## src/rtl/arb_opt_pkg.sv

```systemverilog
/*
  Constants for the PCI arbiter and PCI-to-memory option block.
  Assumes a 12-bit APB byte address, one register per 32-bit word.
*/
package arb_opt_pkg;
  localparam int NUM_MST = 5;
  localparam int NUM_REQ = 7;
  localparam int APB_AW = 12;
  localparam logic [7:0] IDX_ARB_OPT = 8'h88;
  localparam logic [7:0] IDX_MST_SLICE = 8'h89;
  localparam logic [7:0] IDX_CPU_SLICE = 8'h8a;
  localparam logic [7:0] IDX_RETRY_CTL = 8'h8b;
  localparam logic [7:0] IDX_MEM_OPT = 8'h8c;
  localparam logic [7:0] IDX_CLK_CTL = 8'h8d;
  localparam logic [7:0] IDX_STATUS = 8'hc0;
  localparam logic [11:0] ADDR_ARB_OPT = {2'h0, IDX_ARB_OPT, 2'h0};
  localparam logic [11:0] ADDR_MST_SLICE = {2'h0, IDX_MST_SLICE, 2'h0};
  localparam logic [11:0] ADDR_CPU_SLICE = {2'h0, IDX_CPU_SLICE, 2'h0};
  localparam logic [11:0] ADDR_RETRY_CTL = {2'h0, IDX_RETRY_CTL, 2'h0};
  localparam logic [11:0] ADDR_MEM_OPT = {2'h0, IDX_MEM_OPT, 2'h0};
  localparam logic [11:0] ADDR_CLK_CTL = {2'h0, IDX_CLK_CTL, 2'h0};
  localparam logic [11:0] ADDR_STATUS = {2'h0, IDX_STATUS, 2'h0};
  localparam int ARB_RETRY_MARK = 7;
  localparam int ARB_LOCK_ARB_N = 6;
  localparam int ARB_FLUSH_N = 5;
  localparam int ARB_LOCK_REC_N = 4;
  localparam int ARB_FORCE_FLUSH = 3;
  localparam int ARB_CPU_PR = 2;
  localparam int ARB_PR_EN = 1;
  localparam int ARB_ISA_GUAR = 0;
  localparam int RC_SCALE = 4;
  localparam int RC_LAT2 = 2;
  localparam int RC_LAT1 = 0;
  localparam int MO_NONPRE = 7;
  localparam int MO_CFG = 6;
  localparam int MO_BWR_N = 5;
  localparam int MO_BRD_N = 4;
  localparam int MO_PF_N = 3;
  localparam int MO_PF_TH = 0;
  localparam logic [7:0] RST_ARB_OPT = 8'h00;
  localparam logic [7:0] RST_SLICE = 8'h20;
  localparam logic [7:0] RST_RETRY_CTL = 8'h00;
  localparam logic [7:0] RST_MEM_OPT = 8'h00;
  localparam logic [7:0] RST_CLK_CTL = 8'h00;
  localparam logic [5:0] LAT1_C0 = 6'h20;
  localparam logic [5:0] LAT1_C1 = 6'h10;
  localparam logic [5:0] LAT1_C2 = 6'h08;
  localparam logic [5:0] LAT2_C0 = 6'h08;
  localparam logic [5:0] LAT2_C1 = 6'h04;
  localparam logic [5:0] LAT2_C2 = 6'h02;
  localparam logic [2:0] OWN_MST0 = 3'h0;
  localparam logic [2:0] OWN_SB = 3'h5;
  localparam logic [2:0] OWN_CPU = 3'h6;
  typedef enum logic [1:0] {ST_IDLE, ST_FLUSH, ST_GRANT, ST_OWN} arb_state_t;
endpackage : arb_opt_pkg

```

## src/rtl/pci_arbiter_options.sv

```systemverilog
/*
  PCI arbiter with PCI-to-memory options: APB registers, flush before
  grant, lock, passive release, time slices and retry latency limits.
  Assumes CLK_SYS is the PCI clock and every input is synchronous to it.
*/
// The APB interface to the registers is this design's own decision.
`timescale 1ns/1ps
`default_nettype none

module pci_arbiter_options (
  // Clock and reset
  input wire logic CLK_SYS,
  input wire logic RESETN,
  // APB slave
  input wire logic PSEL,
  input wire logic PENABLE,
  input wire logic PWRITE,
  input wire logic [arb_opt_pkg::APB_AW-1:0] PADDR,
  input wire logic [31:0] PWDATA,
  output logic [31:0] PRDATA,
  output logic PREADY,
  output logic PSLVERR,
  // Requests and grants
  input wire logic CPU_REQ,
  output logic CPU_GNT,
  input wire logic [arb_opt_pkg::NUM_MST-1:0] MST_REQ,
  output logic [arb_opt_pkg::NUM_MST-1:0] MST_GNT,
  input wire logic SOUTHBRIDGE_HOLD_REQUEST_N,
  output logic SOUTHBRIDGE_HOLD_GRANT_N,
  output logic PASSIVE_RELEASE,
  // Bus state and lock
  input wire logic BUS_IDLE,
  input wire logic MASTER_LOCK_INPUT_N,
  output logic LOCK_HONOURED,
  // Buffer flush
  output logic FLUSH_COHERENT_REQ,
  output logic FLUSH_WRITE_BUFFER_REQ,
  input wire logic FLUSH_DONE,
  // Master memory cycle
  input wire logic MST_CYCLE,
  input wire logic MST_READ,
  input wire logic MST_DATA_RDY,
  output logic MST_RETRY,
  // Memory path options
  output logic CFG_ACCESS_EN,
  output logic BURST_WRITE_EN,
  output logic BURST_READ_EN,
  output logic PREFETCH_EN,
  output logic [3:0] PREFETCH_BUFFERS
);
  import arb_opt_pkg::*;

  logic [7:0] opt_q;
  logic [7:0] mslice_q;
  logic [7:0] cslice_q;
  logic [7:0] rc_q;
  logic [7:0] mopt_q;
  logic [7:0] clkc_q;
  logic setup;
  logic wr_en;
  logic hit;
  logic [31:0] rdata;
  logic [15:0] status;
  arb_state_t state_q;
  logic [2:0] owner_q;
  logic [2:0] last_q;
  logic [2:0] pick;
  logic pick_ok;
  int j;
  logic [NUM_REQ-1:0] req_raw;
  logic [NUM_REQ-1:0] elig;
  logic [NUM_REQ-1:0] others;
  logic [NUM_REQ-1:0] mark_q;
  logic [NUM_REQ-1:0] mark_set;
  logic [NUM_REQ-1:0] mark_clr;
  logic [1:0] sbh_q;
  logic sb_req;
  logic lock_act;
  logic own_mst;
  logic pick_pci;
  logic mark_pick;
  logic need_coh;
  logic need_wb;
  logic pr_hit;
  logic own_drop;
  logic preempt;
  logic slice_exp;
  logic restart_q;
  logic mst_exp;
  logic cpu_exp;
  logic [1:0] shift;
  logic [7:0] m_val;
  logic [7:0] c_val;
  logic [5:0] wcnt_q;
  logic [1:0] phase_q;
  logic [5:0] lim;
  logic never;
  logic retry_now;

  // APB: no wait states, the answer lands in the first access cycle
  assign setup = PSEL & ~PENABLE;
  assign wr_en = PSEL & PENABLE & PREADY & PWRITE;
  assign status = {2'h0, FLUSH_WRITE_BUFFER_REQ, FLUSH_COHERENT_REQ,
                   PASSIVE_RELEASE, lock_act, 2'(state_q), owner_q,
                   mark_q[NUM_MST-1:0]};

  always_comb
  begin
    hit = 1'b1;
    rdata = 32'h0;
    case (PADDR)
      ADDR_ARB_OPT: rdata = {24'h0, opt_q};
      ADDR_MST_SLICE: rdata = {24'h0, mslice_q};
      ADDR_CPU_SLICE: rdata = {24'h0, cslice_q};
      ADDR_RETRY_CTL: rdata = {24'h0, rc_q};
      ADDR_MEM_OPT: rdata = {24'h0, mopt_q};
      ADDR_CLK_CTL: rdata = {24'h0, clkc_q};
      ADDR_STATUS: rdata = {16'h0, status};
      default: hit = 1'b0;
    endcase
  end

  always_ff @(posedge CLK_SYS or negedge RESETN)
  begin
    if (!RESETN)
    begin
      PREADY <= 1'b0;
      PSLVERR <= 1'b0;
      PRDATA <= 32'h0;
    end
    else
    begin
      PREADY <= setup;
      PSLVERR <= setup & ~hit;
      PRDATA <= (setup & ~PWRITE) ? rdata : 32'h0;
    end
  end

  // Register writes; status is read-only
  always_ff @(posedge CLK_SYS or negedge RESETN)
  begin
    if (!RESETN)
    begin
      opt_q <= RST_ARB_OPT;
      mslice_q <= RST_SLICE;
      cslice_q <= RST_SLICE;
      rc_q <= RST_RETRY_CTL;
      mopt_q <= RST_MEM_OPT;
      clkc_q <= RST_CLK_CTL;
    end
    else if (wr_en)
    begin
      if (PADDR == ADDR_ARB_OPT)
        opt_q <= PWDATA[7:0];
      if (PADDR == ADDR_MST_SLICE)
        mslice_q <= {PWDATA[7:2], 2'h0};
      if (PADDR == ADDR_CPU_SLICE)
        cslice_q <= {PWDATA[7:2], 2'h0};
      if (PADDR == ADDR_RETRY_CTL)
        rc_q <= {2'h0, PWDATA[5:0]};
      if (PADDR == ADDR_MEM_OPT)
        mopt_q <= PWDATA[7:0];
      if (PADDR == ADDR_CLK_CTL)
        clkc_q <= PWDATA[7:0];
    end
  end

  // Requester vector: masters 0-4, south bridge 5, CPU path 6
  assign sb_req = ~SOUTHBRIDGE_HOLD_REQUEST_N;
  assign lock_act = ~opt_q[ARB_LOCK_REC_N] & ~MASTER_LOCK_INPUT_N;
  assign req_raw = {CPU_REQ, sb_req, MST_REQ};
  assign elig = {CPU_REQ & (~PASSIVE_RELEASE | opt_q[ARB_CPU_PR]),
                 sb_req & ~PASSIVE_RELEASE, MST_REQ};
  assign others = elig & ~(7'h01 << owner_q);
  assign own_mst = owner_q < OWN_SB;

  // Round robin starting after the last owner
  always_comb
  begin
    j = 0;
    pick_ok = 1'b0;
    pick = last_q;
    for (int k = 1; k <= NUM_REQ; k++)
    begin
      j = (int'(last_q) + k) % NUM_REQ;
      if (!pick_ok && elig[j])
      begin
        pick_ok = 1'b1;
        pick = 3'(j);
      end
    end
  end

  // The CPU path never needs flushing before its own grant
  assign pick_pci = pick != OWN_CPU;
  assign mark_pick = pick_pci & mark_q[pick] & opt_q[ARB_RETRY_MARK];
  assign need_coh = pick_pci & (mark_pick | opt_q[ARB_FORCE_FLUSH]);
  assign need_wb = pick_pci & (opt_q[ARB_FORCE_FLUSH]
                   | (mark_pick & ~opt_q[ARB_FLUSH_N] & opt_q[ARB_ISA_GUAR]));

  // A one-clock blip of the hold request is a passive release, not a drop
  assign pr_hit = (owner_q == OWN_SB) & opt_q[ARB_PR_EN]
                  & sbh_q[1] & ~sbh_q[0] & sb_req;
  assign own_drop = (owner_q == OWN_SB) ? (~sb_req & ~sbh_q[0]) : ~req_raw[owner_q];
  assign slice_exp = (own_mst & mst_exp) | ((owner_q == OWN_CPU) & cpu_exp);
  assign preempt = slice_exp & (|others)
                   & ~(lock_act & ~opt_q[ARB_LOCK_ARB_N])
                   & ~(mopt_q[MO_NONPRE] & (owner_q == OWN_MST0));

  always_ff @(posedge CLK_SYS or negedge RESETN)
  begin
    if (!RESETN)
      sbh_q <= 2'h0;
    else
      sbh_q <= {sbh_q[0], sb_req};
  end

  always_ff @(posedge CLK_SYS or negedge RESETN)
  begin
    if (!RESETN)
    begin
      state_q <= ST_IDLE;
      owner_q <= OWN_CPU;
      last_q <= OWN_CPU;
      CPU_GNT <= 1'b0;
      MST_GNT <= 5'h00;
      SOUTHBRIDGE_HOLD_GRANT_N <= 1'b1;
      FLUSH_COHERENT_REQ <= 1'b0;
      FLUSH_WRITE_BUFFER_REQ <= 1'b0;
      PASSIVE_RELEASE <= 1'b0;
      restart_q <= 1'b0;
    end
    else
    begin
      restart_q <= 1'b0;
      unique case (state_q)
        ST_IDLE:
          if (pick_ok)
          begin
            owner_q <= pick;
            if (need_coh | need_wb)
            begin
              FLUSH_COHERENT_REQ <= need_coh;
              FLUSH_WRITE_BUFFER_REQ <= need_wb;
              state_q <= ST_FLUSH;
            end
            else
              state_q <= ST_GRANT;
          end
          else if (PASSIVE_RELEASE & sb_req)
          begin
            // No other requester is eligible: hand it back to the south bridge
            owner_q <= OWN_SB;
            PASSIVE_RELEASE <= 1'b0;
            state_q <= ST_GRANT;
          end
        ST_FLUSH:
          if (FLUSH_DONE)
          begin
            FLUSH_COHERENT_REQ <= 1'b0;
            FLUSH_WRITE_BUFFER_REQ <= 1'b0;
            state_q <= ST_GRANT;
          end
        ST_GRANT:
        begin
          CPU_GNT <= owner_q == OWN_CPU;
          MST_GNT <= own_mst ? (5'h01 << owner_q) : 5'h00;
          SOUTHBRIDGE_HOLD_GRANT_N <= owner_q != OWN_SB;
          restart_q <= 1'b1;
          state_q <= ST_OWN;
        end
        ST_OWN:
          if (own_drop | pr_hit | (preempt & (owner_q != OWN_SB)))
          begin
            CPU_GNT <= 1'b0;
            MST_GNT <= 5'h00;
            SOUTHBRIDGE_HOLD_GRANT_N <= 1'b1;
            last_q <= owner_q;
            state_q <= ST_IDLE;
            if (pr_hit)
              PASSIVE_RELEASE <= 1'b1;
          end
      endcase
    end
  end

  // Retry marks: a mark set in the cycle it is consumed survives
  assign mark_clr = (state_q == ST_GRANT) ? (7'h01 << owner_q) : 7'h00;
  assign mark_set = (retry_now & MST_READ & own_mst & opt_q[ARB_RETRY_MARK])
                    ? (7'h01 << owner_q) : 7'h00;

  always_ff @(posedge CLK_SYS or negedge RESETN)
  begin
    if (!RESETN)
      mark_q <= 7'h00;
    else
      mark_q <= (mark_q & ~mark_clr) | mark_set;
  end

  // Slice scaling during passive release
  always_comb
  begin
    unique case (rc_q[RC_SCALE +: 2])
      2'b00: shift = 2'd1;
      2'b01: shift = 2'd2;
      2'b10: shift = 2'd3;
      2'b11: shift = 2'd0;
    endcase
  end

  assign m_val = PASSIVE_RELEASE ? (mslice_q >> shift) : mslice_q;
  assign c_val = PASSIVE_RELEASE ? (cslice_q >> shift) : cslice_q;

  slice_timer u_mst_slice (
    .clk(CLK_SYS),
    .rst_n(RESETN),
    .restart(restart_q),
    .active((state_q == ST_OWN) & own_mst),
    .idle(BUS_IDLE),
    .slice(m_val),
    .expired(mst_exp)
  );

  slice_timer u_cpu_slice (
    .clk(CLK_SYS),
    .rst_n(RESETN),
    .restart(restart_q),
    .active((state_q == ST_OWN) & (owner_q == OWN_CPU)),
    .idle(BUS_IDLE),
    .slice(c_val),
    .expired(cpu_exp)
  );

  // Retry latency limits; wait count equal to the limit means one more exceeds it
  always_comb
  begin
    lim = LAT1_C0;
    never = 1'b0;
    if (phase_q == 2'd0)
    begin
      unique case (rc_q[RC_LAT1 +: 2])
        2'b00: lim = LAT1_C0;
        2'b01: lim = LAT1_C1;
        2'b10: lim = LAT1_C2;
        2'b11: never = 1'b1;
      endcase
    end
    else if (phase_q == 2'd1)
    begin
      unique case (rc_q[RC_LAT2 +: 2])
        2'b00: lim = LAT2_C0;
        2'b01: lim = LAT2_C1;
        2'b10: lim = LAT2_C2;
        2'b11: never = 1'b1;
      endcase
    end
    else
      never = 1'b1;
  end

  assign retry_now = MST_CYCLE & ~MST_DATA_RDY & ~never & (wcnt_q == lim);

  always_ff @(posedge CLK_SYS or negedge RESETN)
  begin
    if (!RESETN)
    begin
      wcnt_q <= 6'h00;
      phase_q <= 2'd0;
      MST_RETRY <= 1'b0;
    end
    else
    begin
      MST_RETRY <= retry_now;
      if (!MST_CYCLE || retry_now)
      begin
        wcnt_q <= 6'h00;
        phase_q <= 2'd0;
      end
      else if (MST_DATA_RDY)
      begin
        wcnt_q <= 6'h00;
        if (phase_q != 2'd2)
          phase_q <= phase_q + 2'd1;
      end
      else if (wcnt_q != 6'h3f)
        wcnt_q <= wcnt_q + 6'h01;
    end
  end

  // Memory path option outputs and the lock honoured flag
  always_ff @(posedge CLK_SYS or negedge RESETN)
  begin
    if (!RESETN)
    begin
      CFG_ACCESS_EN <= 1'b0;
      BURST_WRITE_EN <= 1'b1;
      BURST_READ_EN <= 1'b1;
      PREFETCH_EN <= 1'b1;
      PREFETCH_BUFFERS <= 4'h1;
      LOCK_HONOURED <= 1'b0;
    end
    else
    begin
      CFG_ACCESS_EN <= mopt_q[MO_CFG];
      BURST_WRITE_EN <= ~mopt_q[MO_BWR_N];
      BURST_READ_EN <= ~mopt_q[MO_BRD_N];
      PREFETCH_EN <= ~mopt_q[MO_PF_N];
      PREFETCH_BUFFERS <= mopt_q[MO_PF_N] ? 4'h0
                          : ({1'b0, mopt_q[MO_PF_TH +: 3]} + 4'h1);
      LOCK_HONOURED <= lock_act;
    end
  end
endmodule : pci_arbiter_options

`default_nettype wire

```

## src/rtl/slice_timer.sv

```systemverilog
/*
  Time-slice counter for one class of bus owner.
  Assumes restart pulses in the first cycle of a grant.
*/
`timescale 1ns/1ps
`default_nettype none

module slice_timer (
  // Clock and reset
  input wire logic clk,
  input wire logic rst_n,
  // Control
  input wire logic restart,
  input wire logic active,
  input wire logic idle,
  input wire logic [7:0] slice,
  // Result
  output logic expired
);
  logic armed_q;
  logic run_q;
  logic [7:0] cnt_q;

  always_ff @(posedge clk or negedge rst_n)
  begin
    if (!rst_n)
    begin
      armed_q <= 1'b0;
      run_q <= 1'b0;
      cnt_q <= 8'h00;
      expired <= 1'b0;
    end
    else if (!active)
    begin
      armed_q <= 1'b0;
      run_q <= 1'b0;
      expired <= 1'b0;
    end
    else if (restart)
    begin
      armed_q <= 1'b1;
      run_q <= 1'b0;
      cnt_q <= slice;
      expired <= 1'b0;
    end
    else if (armed_q && idle)
    begin
      armed_q <= 1'b0;
      run_q <= 1'b1;
    end
    else if (run_q)
    begin
      if (cnt_q == 8'h00)
        expired <= 1'b1;
      else
        cnt_q <= cnt_q - 8'h01;
    end
  end
endmodule : slice_timer

`default_nettype wire
```

## config.mk

```make
export PLATFORM = sky130hd
export DESIGN_NAME = pci_arbiter_options
export DESIGN_NICKNAME = d
export VERILOG_FILES = /design/src/rtl/arb_opt_pkg.sv /design/src/rtl/pci_arbiter_options.sv /design/src/rtl/slice_timer.sv
export SDC_FILE = /design/constraint.sdc
export NUM_CORES = 1
export LEC_CHECK = 0
export ABC_AREA = 0
export BUFFER_PORTS_ARGS = -buffer_cell sky130_fd_sc_hd__buf_2
export CORE_UTILIZATION = 50
export DETAILED_ROUTE_END_ITERATION = 8
export GPL_TIMING_DRIVEN = 0
export PLACE_DENSITY_LB_ADDON = 0.2
export SETUP_SLACK_MARGIN = 0.05
export SYNTH_ARGS = -nofsm -noshare
export SYNTH_HDL_FRONTEND = slang
export SYNTH_HIERARCHICAL = 1
export SYNTH_SLANG_ARGS = --single-unit
```

## constraint.sdc

```tcl
create_clock -name CLK_SYS -period 7.62 [get_ports CLK_SYS]
set_clock_uncertainty 0.2 [all_clocks]
set_input_delay 0.381 -clock CLK_SYS [delete_from_list [all_inputs] [get_ports CLK_SYS]]
set_output_delay 0.381 -clock CLK_SYS [all_outputs]
set_load 0.02 [all_outputs]
```

* Word-level counts from Yosys, hierarchy flattened
Index checks and enable logic that the tools add are counted.
Word-level totals: flip-flop bits (word level) 144, bits in latches 0, RAM bits 0, ROM bits 0, input port bits 62, memories 0
Cells by class: add/sub/neg operators 12, multipliers 0, divide/modulo/power cells 7, $lt $le $gt $ge 10, equality and inequality tests 47, shift-type cells 4, mux-type cells 121, bitwise gates (word level) 67, reduce and logical (&&, ||, !) cells 51
Operator list (count):
- 32-bit by 5-bit < comparator with 1-bit output (second input constant) | 7
- 32-bit by 4-bit remainder unit with 32-bit output (second input constant) | 7
- 14-bit case mux with 7 select lines | 1
- 12-bit by 10-bit == test with 1-bit output (second input constant) | 7
- 8-bit two-way mux | 10
- 1-bit two-way mux | 63
- 1-bit bitwise AND | 37
- 3-bit != test (second input constant) | 11
- 32-bit two-way mux | 1
- 6-bit two-way mux | 5
- 1-bit binary-select mux with 3-bit select | 9
- 3-bit two-way mux | 9
- 2-bit != test (second input constant) | 12
- 2-bit AND reduction | 10
- 1-bit NOT | 18
- 6-bit case mux with 3 select lines | 1
- 3-bit by 3-bit adder with 4-bit output (second input constant) | 4
- 2-bit == test (second input constant) | 8
- 8-bit logical NOT | 2
- 2-bit two-way mux | 8
- 2-bit case mux with 4 select lines | 2
- 2-bit nonzero test | 8
- 8-bit by 2-bit >> shifter with 8-bit output | 2
- 8-bit by 1-bit subtractor with 8-bit output (second input constant) | 2
- 32 further kinds | 75

* Longest topological paths before layout
depth after elaboration 37, depth in mapped cells 23, gate-level depth less buffers 19

* Cells and area by module
The synthesis kept the hierarchy.
By module, submodules not included:
- pci_arbiter_options | instances 1, cells each 915, area an instance 8094.0 um^2
- slice_timer at u_cpu_slice | instances 1, cells each 77, area an instance 695.7 um^2
- slice_timer at u_mst_slice | instances 1, cells each 76, area an instance 684.4 um^2

* Worst setup path before layout
Ideal clock, no wire load.
path type reg-to-reg, from reg last_q[0], to reg state_q[0], library setup time 0.121 ns, arrival time 5.729 ns, setup slack 1.570 ns, cell stages (with the launch flop) 24, period minus slack after synthesis 6.050 ns, cells stage by stage dfrtp_1 -> buf_2 -> inv_1 -> clkbuf_1 -> clkbuf_1 -> ha_1 -> xor2_2 -> inv_1 -> ha_1 -> ha_1 -> buf_2 -> a211oi_1 -> a31oi_4 -> a31o_2 -> o211ai_1 -> o311a_1 -> a21o_2 -> nand4_2 -> o41ai_2 -> nor3b_1 -> or4b_1 -> a41oi_2 -> nor3b_1 -> o22a_1
Between the ends: longest elaborated chain between the ends 36
Ends and longest elaborated chain:
- start, declared | RTL line pci_arbiter_options.sv:66 | logic [2:0] last_q;
- start signal, assigned | RTL line pci_arbiter_options.sv:278 | last_q <= owner_q;
- 3-bit by 1-bit adder with 4-bit output | RTL line pci_arbiter_options.sv:185 | j = (int'(last_q) + k) % NUM_REQ;
- 32-bit by 4-bit remainder unit with 32-bit output | RTL line pci_arbiter_options.sv:185
- 1-bit binary-select mux with 3-bit select | RTL line pci_arbiter_options.sv:186 | if (!pick_ok && elig[j])
- 1-bit two-way mux (not written as such) (2 in a row) | RTL line pci_arbiter_options.sv:186
- 1-bit two-way mux | RTL line pci_arbiter_options.sv:186
- 1-bit logical NOT | RTL line pci_arbiter_options.sv:186
- 1-bit logical AND | RTL line pci_arbiter_options.sv:186
- 1-bit two-way mux | RTL line pci_arbiter_options.sv:186
- [17 not listed]
- 1-bit bitwise AND (2 in a row) | RTL line pci_arbiter_options.sv:196 | assign mark_pick = pick_pci & mark_q[pick] & opt_q[ARB_RETRY_MARK];
- 1-bit bitwise AND (2 in a row) | RTL line pci_arbiter_options.sv:199 | | (mark_pick & ~opt_q[ARB_FLUSH_N] & opt_q[ARB_ISA_GUAR]));
- 1-bit bitwise OR | RTL line pci_arbiter_options.sv:199
- 1-bit bitwise AND | RTL line pci_arbiter_options.sv:198 | assign need_wb = pick_pci & (opt_q[ARB_FORCE_FLUSH]
- 1-bit bitwise OR | RTL line pci_arbiter_options.sv:241 | if (need_coh | need_wb)
- 2-bit two-way mux | RTL line pci_arbiter_options.sv:241
- 2-bit two-way mux | RTL line pci_arbiter_options.sv:238 | if (pick_ok)
- 2-bit case mux with 4 select lines | RTL line pci_arbiter_options.sv:236 | unique case (state_q)
- end signal, assigned | RTL line pci_arbiter_options.sv:245 | state_q <= ST_FLUSH;
- end signal, assigned | RTL line pci_arbiter_options.sv:248 | state_q <= ST_GRANT;
- end signal, assigned | RTL line pci_arbiter_options.sv:255 | state_q <= ST_GRANT;
- end, declared | RTL line pci_arbiter_options.sv:64 | arb_state_t state_q;
Several ways; a longest one is shown, not always the timed one. The select of a mux whose other input is x is not followed. A chain may end at the register's enable or synchronous reset.

* Worst setup path in the final report
Same ends and word-level chain as after synthesis.

==> impl_metrics.toml <==
[final_layout]
num_antenna_cells = 0
multi_input_area_mm2 = 0.005828
fin_nets = 1281
regArea_mm2 = 0.003142
fillers = 1641
area_growth_pct = 14.75
layout-drive-gt1-share_pct = 21.22
layout.cells.non_filler = 1421
layout_common_cells = "dfrtp_1, nand2_1, buf_2"
final_common_cell = "dfrtp_1"
fin_util_pct = 59.51

[timing]
fmax_mhz = 140.3
rsz0062_at_grt = "no"
period_share_pct = 93.51
max_slew.worst_pin.slew_ns = 1.279
drv_slew = 0
max_slew_margin_pct = 14.58
setup-violations-final = 0
hold_viol = 0
min_period_ns = 7.125

[setup_path]
cp_top_family = "simple AND/OR/NAND/NOR gates"
cp_max_fo = 11
startpoint_type = "flop"
r2r_end = "state_q[0]"
arrival_ns = 7.23
cp.depth = 22
critPathSlowestCell = "or4b_1"
reg2regPathDepth = 22
critPathKind = "flop to flop"
path_buf_inv = 5
cp_cell_sequence = "buf_2, inv_1, clkbuf_1, clkbuf_2, ha_1, xor2_2, inv_1, ha_1, ha_1, or3b_2, or4_1, a21o_1, o2111a_1, o211a_1, a21o_2, and4_1, a32oi_1, o21ai_1, or4b_1, a41oi_2, nor3b_1, o22a_1"
crit_required_ns = 7.72
cp_common_cell = "ha_1"
critical_path.startpoint = "last_q[0]"
rrSetupSlack_ns = 0.49
timing.rr.start = "last_q[0]"
cp-end-kind = "flop"
endpoint = "state_q[0]"
critPathMaxStageDelay_ns = 0.57

[drt]
drc_errors = 0
drt_wl_total_um = 27300
viasPerCell = 6.346
drt_pass1_iterations = 5
wl_per_cell_um = 19.21
drtIter0Drc = 955
postRouteAntennaNets = 0
num_vias = 9017

[die]
core-area_mm2 = 0.01827
start_util_pct = 51.86
die_w_um = 139.7
core.rowCount = 49
io_pins = 116
die_area_mm2 = 0.01950
die_y_um = 139.7

[worst_hold_path]
hp-class = "input pin to flop"

[power_and_ir_drop]
power.density_mw_per_mm2 = 455.5
ir_drop_mv = 0.1898
p_leak_nw = 4.720

[logic_synthesis]
async_flop_share_pct = 100.0
synth_ff_type = "dfrtp_1"
synth_area_mm2 = 0.009474
synth_cell_types = 102
ys_ff_latch = 125
yosysWarnings = 6
syn_inst = 1068
synth_seq_area_share_pct = 33.16
synth_area_per_cell_um2 = 8.871
synth_enable_flop_cells = 0

[clock_tree]
cts_made_buffers = 17
htreeDepth = 4
clk_path_buf_depth = 2
cts_root_buf = "clkbuf_16"
cts_setup_buffers = 0
clk_pin_slew_ns = 0.05
worstSkewPairLatency_ns = 0.42
cts_num_sinks = 125
cts_tree = "yes"

[placement]
port_buffers = 72
dp.cells = 1387
place_congestion = 0.9933
dp_hpwl_um = 20300

[global_routing]
grt.overflow.total = 0
grt.total_usage_pct = 28.19
antenna_found_initial = 0
grt_pass1_vias = 8151
grt_pass1_wl_um = 43380
grt_max_degree = 71

[status]
status = "completed"

[run]
drv_cap = 0
layer usage:
metal,global-route usage [%],up-vias,part of all wire (%)
met5,0,-,0
met4,8.271,0,1.6
met3,4.267,36,7.6
met2,42.82,404,44
met1,41.36,4382,47
li1,-,4195,-
sequential cells by signal, summed over array words and instances, names as in the netlist, 3 cells and up:
register           cells
clkc_q                 8
MST_GNT                5
cslice_q               6
owner_q                3
mopt_q                 8
opt_q                  8
PRDATA                14
PREFETCH_BUFFERS       4
mslice_q               6
u_mst_slice/cnt_q      8
mark_q                 6
rc_q                   6
wcnt_q                 6
u_cpu_slice/cnt_q      8
last_q                 3
cell type report:
type	instances	area share, %
multi-input combinational	832	53.61
sequential	125	28.90
clock buffer	20	4.201
timing repair buffer	75	3.809
buffer	77	3.625
tap	229	2.636
inverter	51	1.761
clock inverter	12	1.462
per-stage QoR:
stage / total power [W] / setup WS [ns] / instance area (um^2) / hold WS [ns] / TNS [ns]
after detailed placement: 0.004014 / -0.006383 / 10220 / 0.1735 / -0.006383
final: 0.004952 / 0.4946 / 10870 / 0.05434 / 0
after global placement: 0.003967 / -0.008124 / 10180 / 0.1880 / -0.008124
after floorplan: 0.003281 / 1.570 / 9538 / -0.1146 / 0
after CTS: 0.004881 / 0.1286 / 10860 / 0.04205 / 0
after global routing: 0.005284 / 0.1020 / 10870 / 0.05451 / 0
power by group:
| group | leakage (nW) | switching (W) | internal (W) |
|---|---|---|---|
| clock | 0.297 | 0.000307 | 0.000534 |
| sequential | 1.65 | 0.0000892 | 0.000760 |
| combinational | 2.78 | 0.00205 | 0.00122 |
| total | 4.72 | 0.00244 | 0.00251 |
worst min-delay path: cells and delay by family:
family / cells / cell delay, ns
buffers and inverters: 2 / 0.17
AND/OR/NAND/NOR: 1 / 0.08
cell usage after synthesis, drive strengths merged (22+ instances only):
cell    number  area share [%]
clkbuf      48             1.9
o21ai       60             3.2
and2        22             1.5
buf         29             2.2
nor2        77             3.1
o22ai       28             1.8
mux2        55             6.5
nor3        25             1.3
nand3       27             1.4
nand2       79             3.1
a211oi      22             1.8
ha          40             5.3
a21oi       61             3.3
inv         51             2.0
dfrtp      114              30
what timing repair did:
item,CTS,global route
resized for setup,1,6
pin swaps,0,0
endpoints found under the setup margin,2,4
hold buffers,2,0
hold endpoints to repair,52,0
how the worst min path moves through the flow:
stage                          from                   end  cells past startpoint
final                          PSEL                PREADY                      3
after global routing      PWDATA[0]             mopt_q[0]                      2
after CTS                      PSEL                PREADY                      3
after detailed placement     RESETN  u_mst_slice/cnt_q[3]                      1
after global placement     sbh_q[0]              sbh_q[1]                      0
after floorplan              RESETN         CFG_ACCESS_EN                      0
logic make-up (layout without fill, tap and decap cells):
kind of cell,after synthesis,after routing,share of synthesized area [%]
simple gates,351,351,19.62
compound gates,327,327,24.68
buf+inv,128,235,6.154
flops,125,125,33.16
mux,78,78,9.231
fa+ha+maj,40,40,5.283
xor+xnor,18,18,1.823
other cells,1,18,0.03958
No activity file was read; power rests on OpenSTA's default activity.
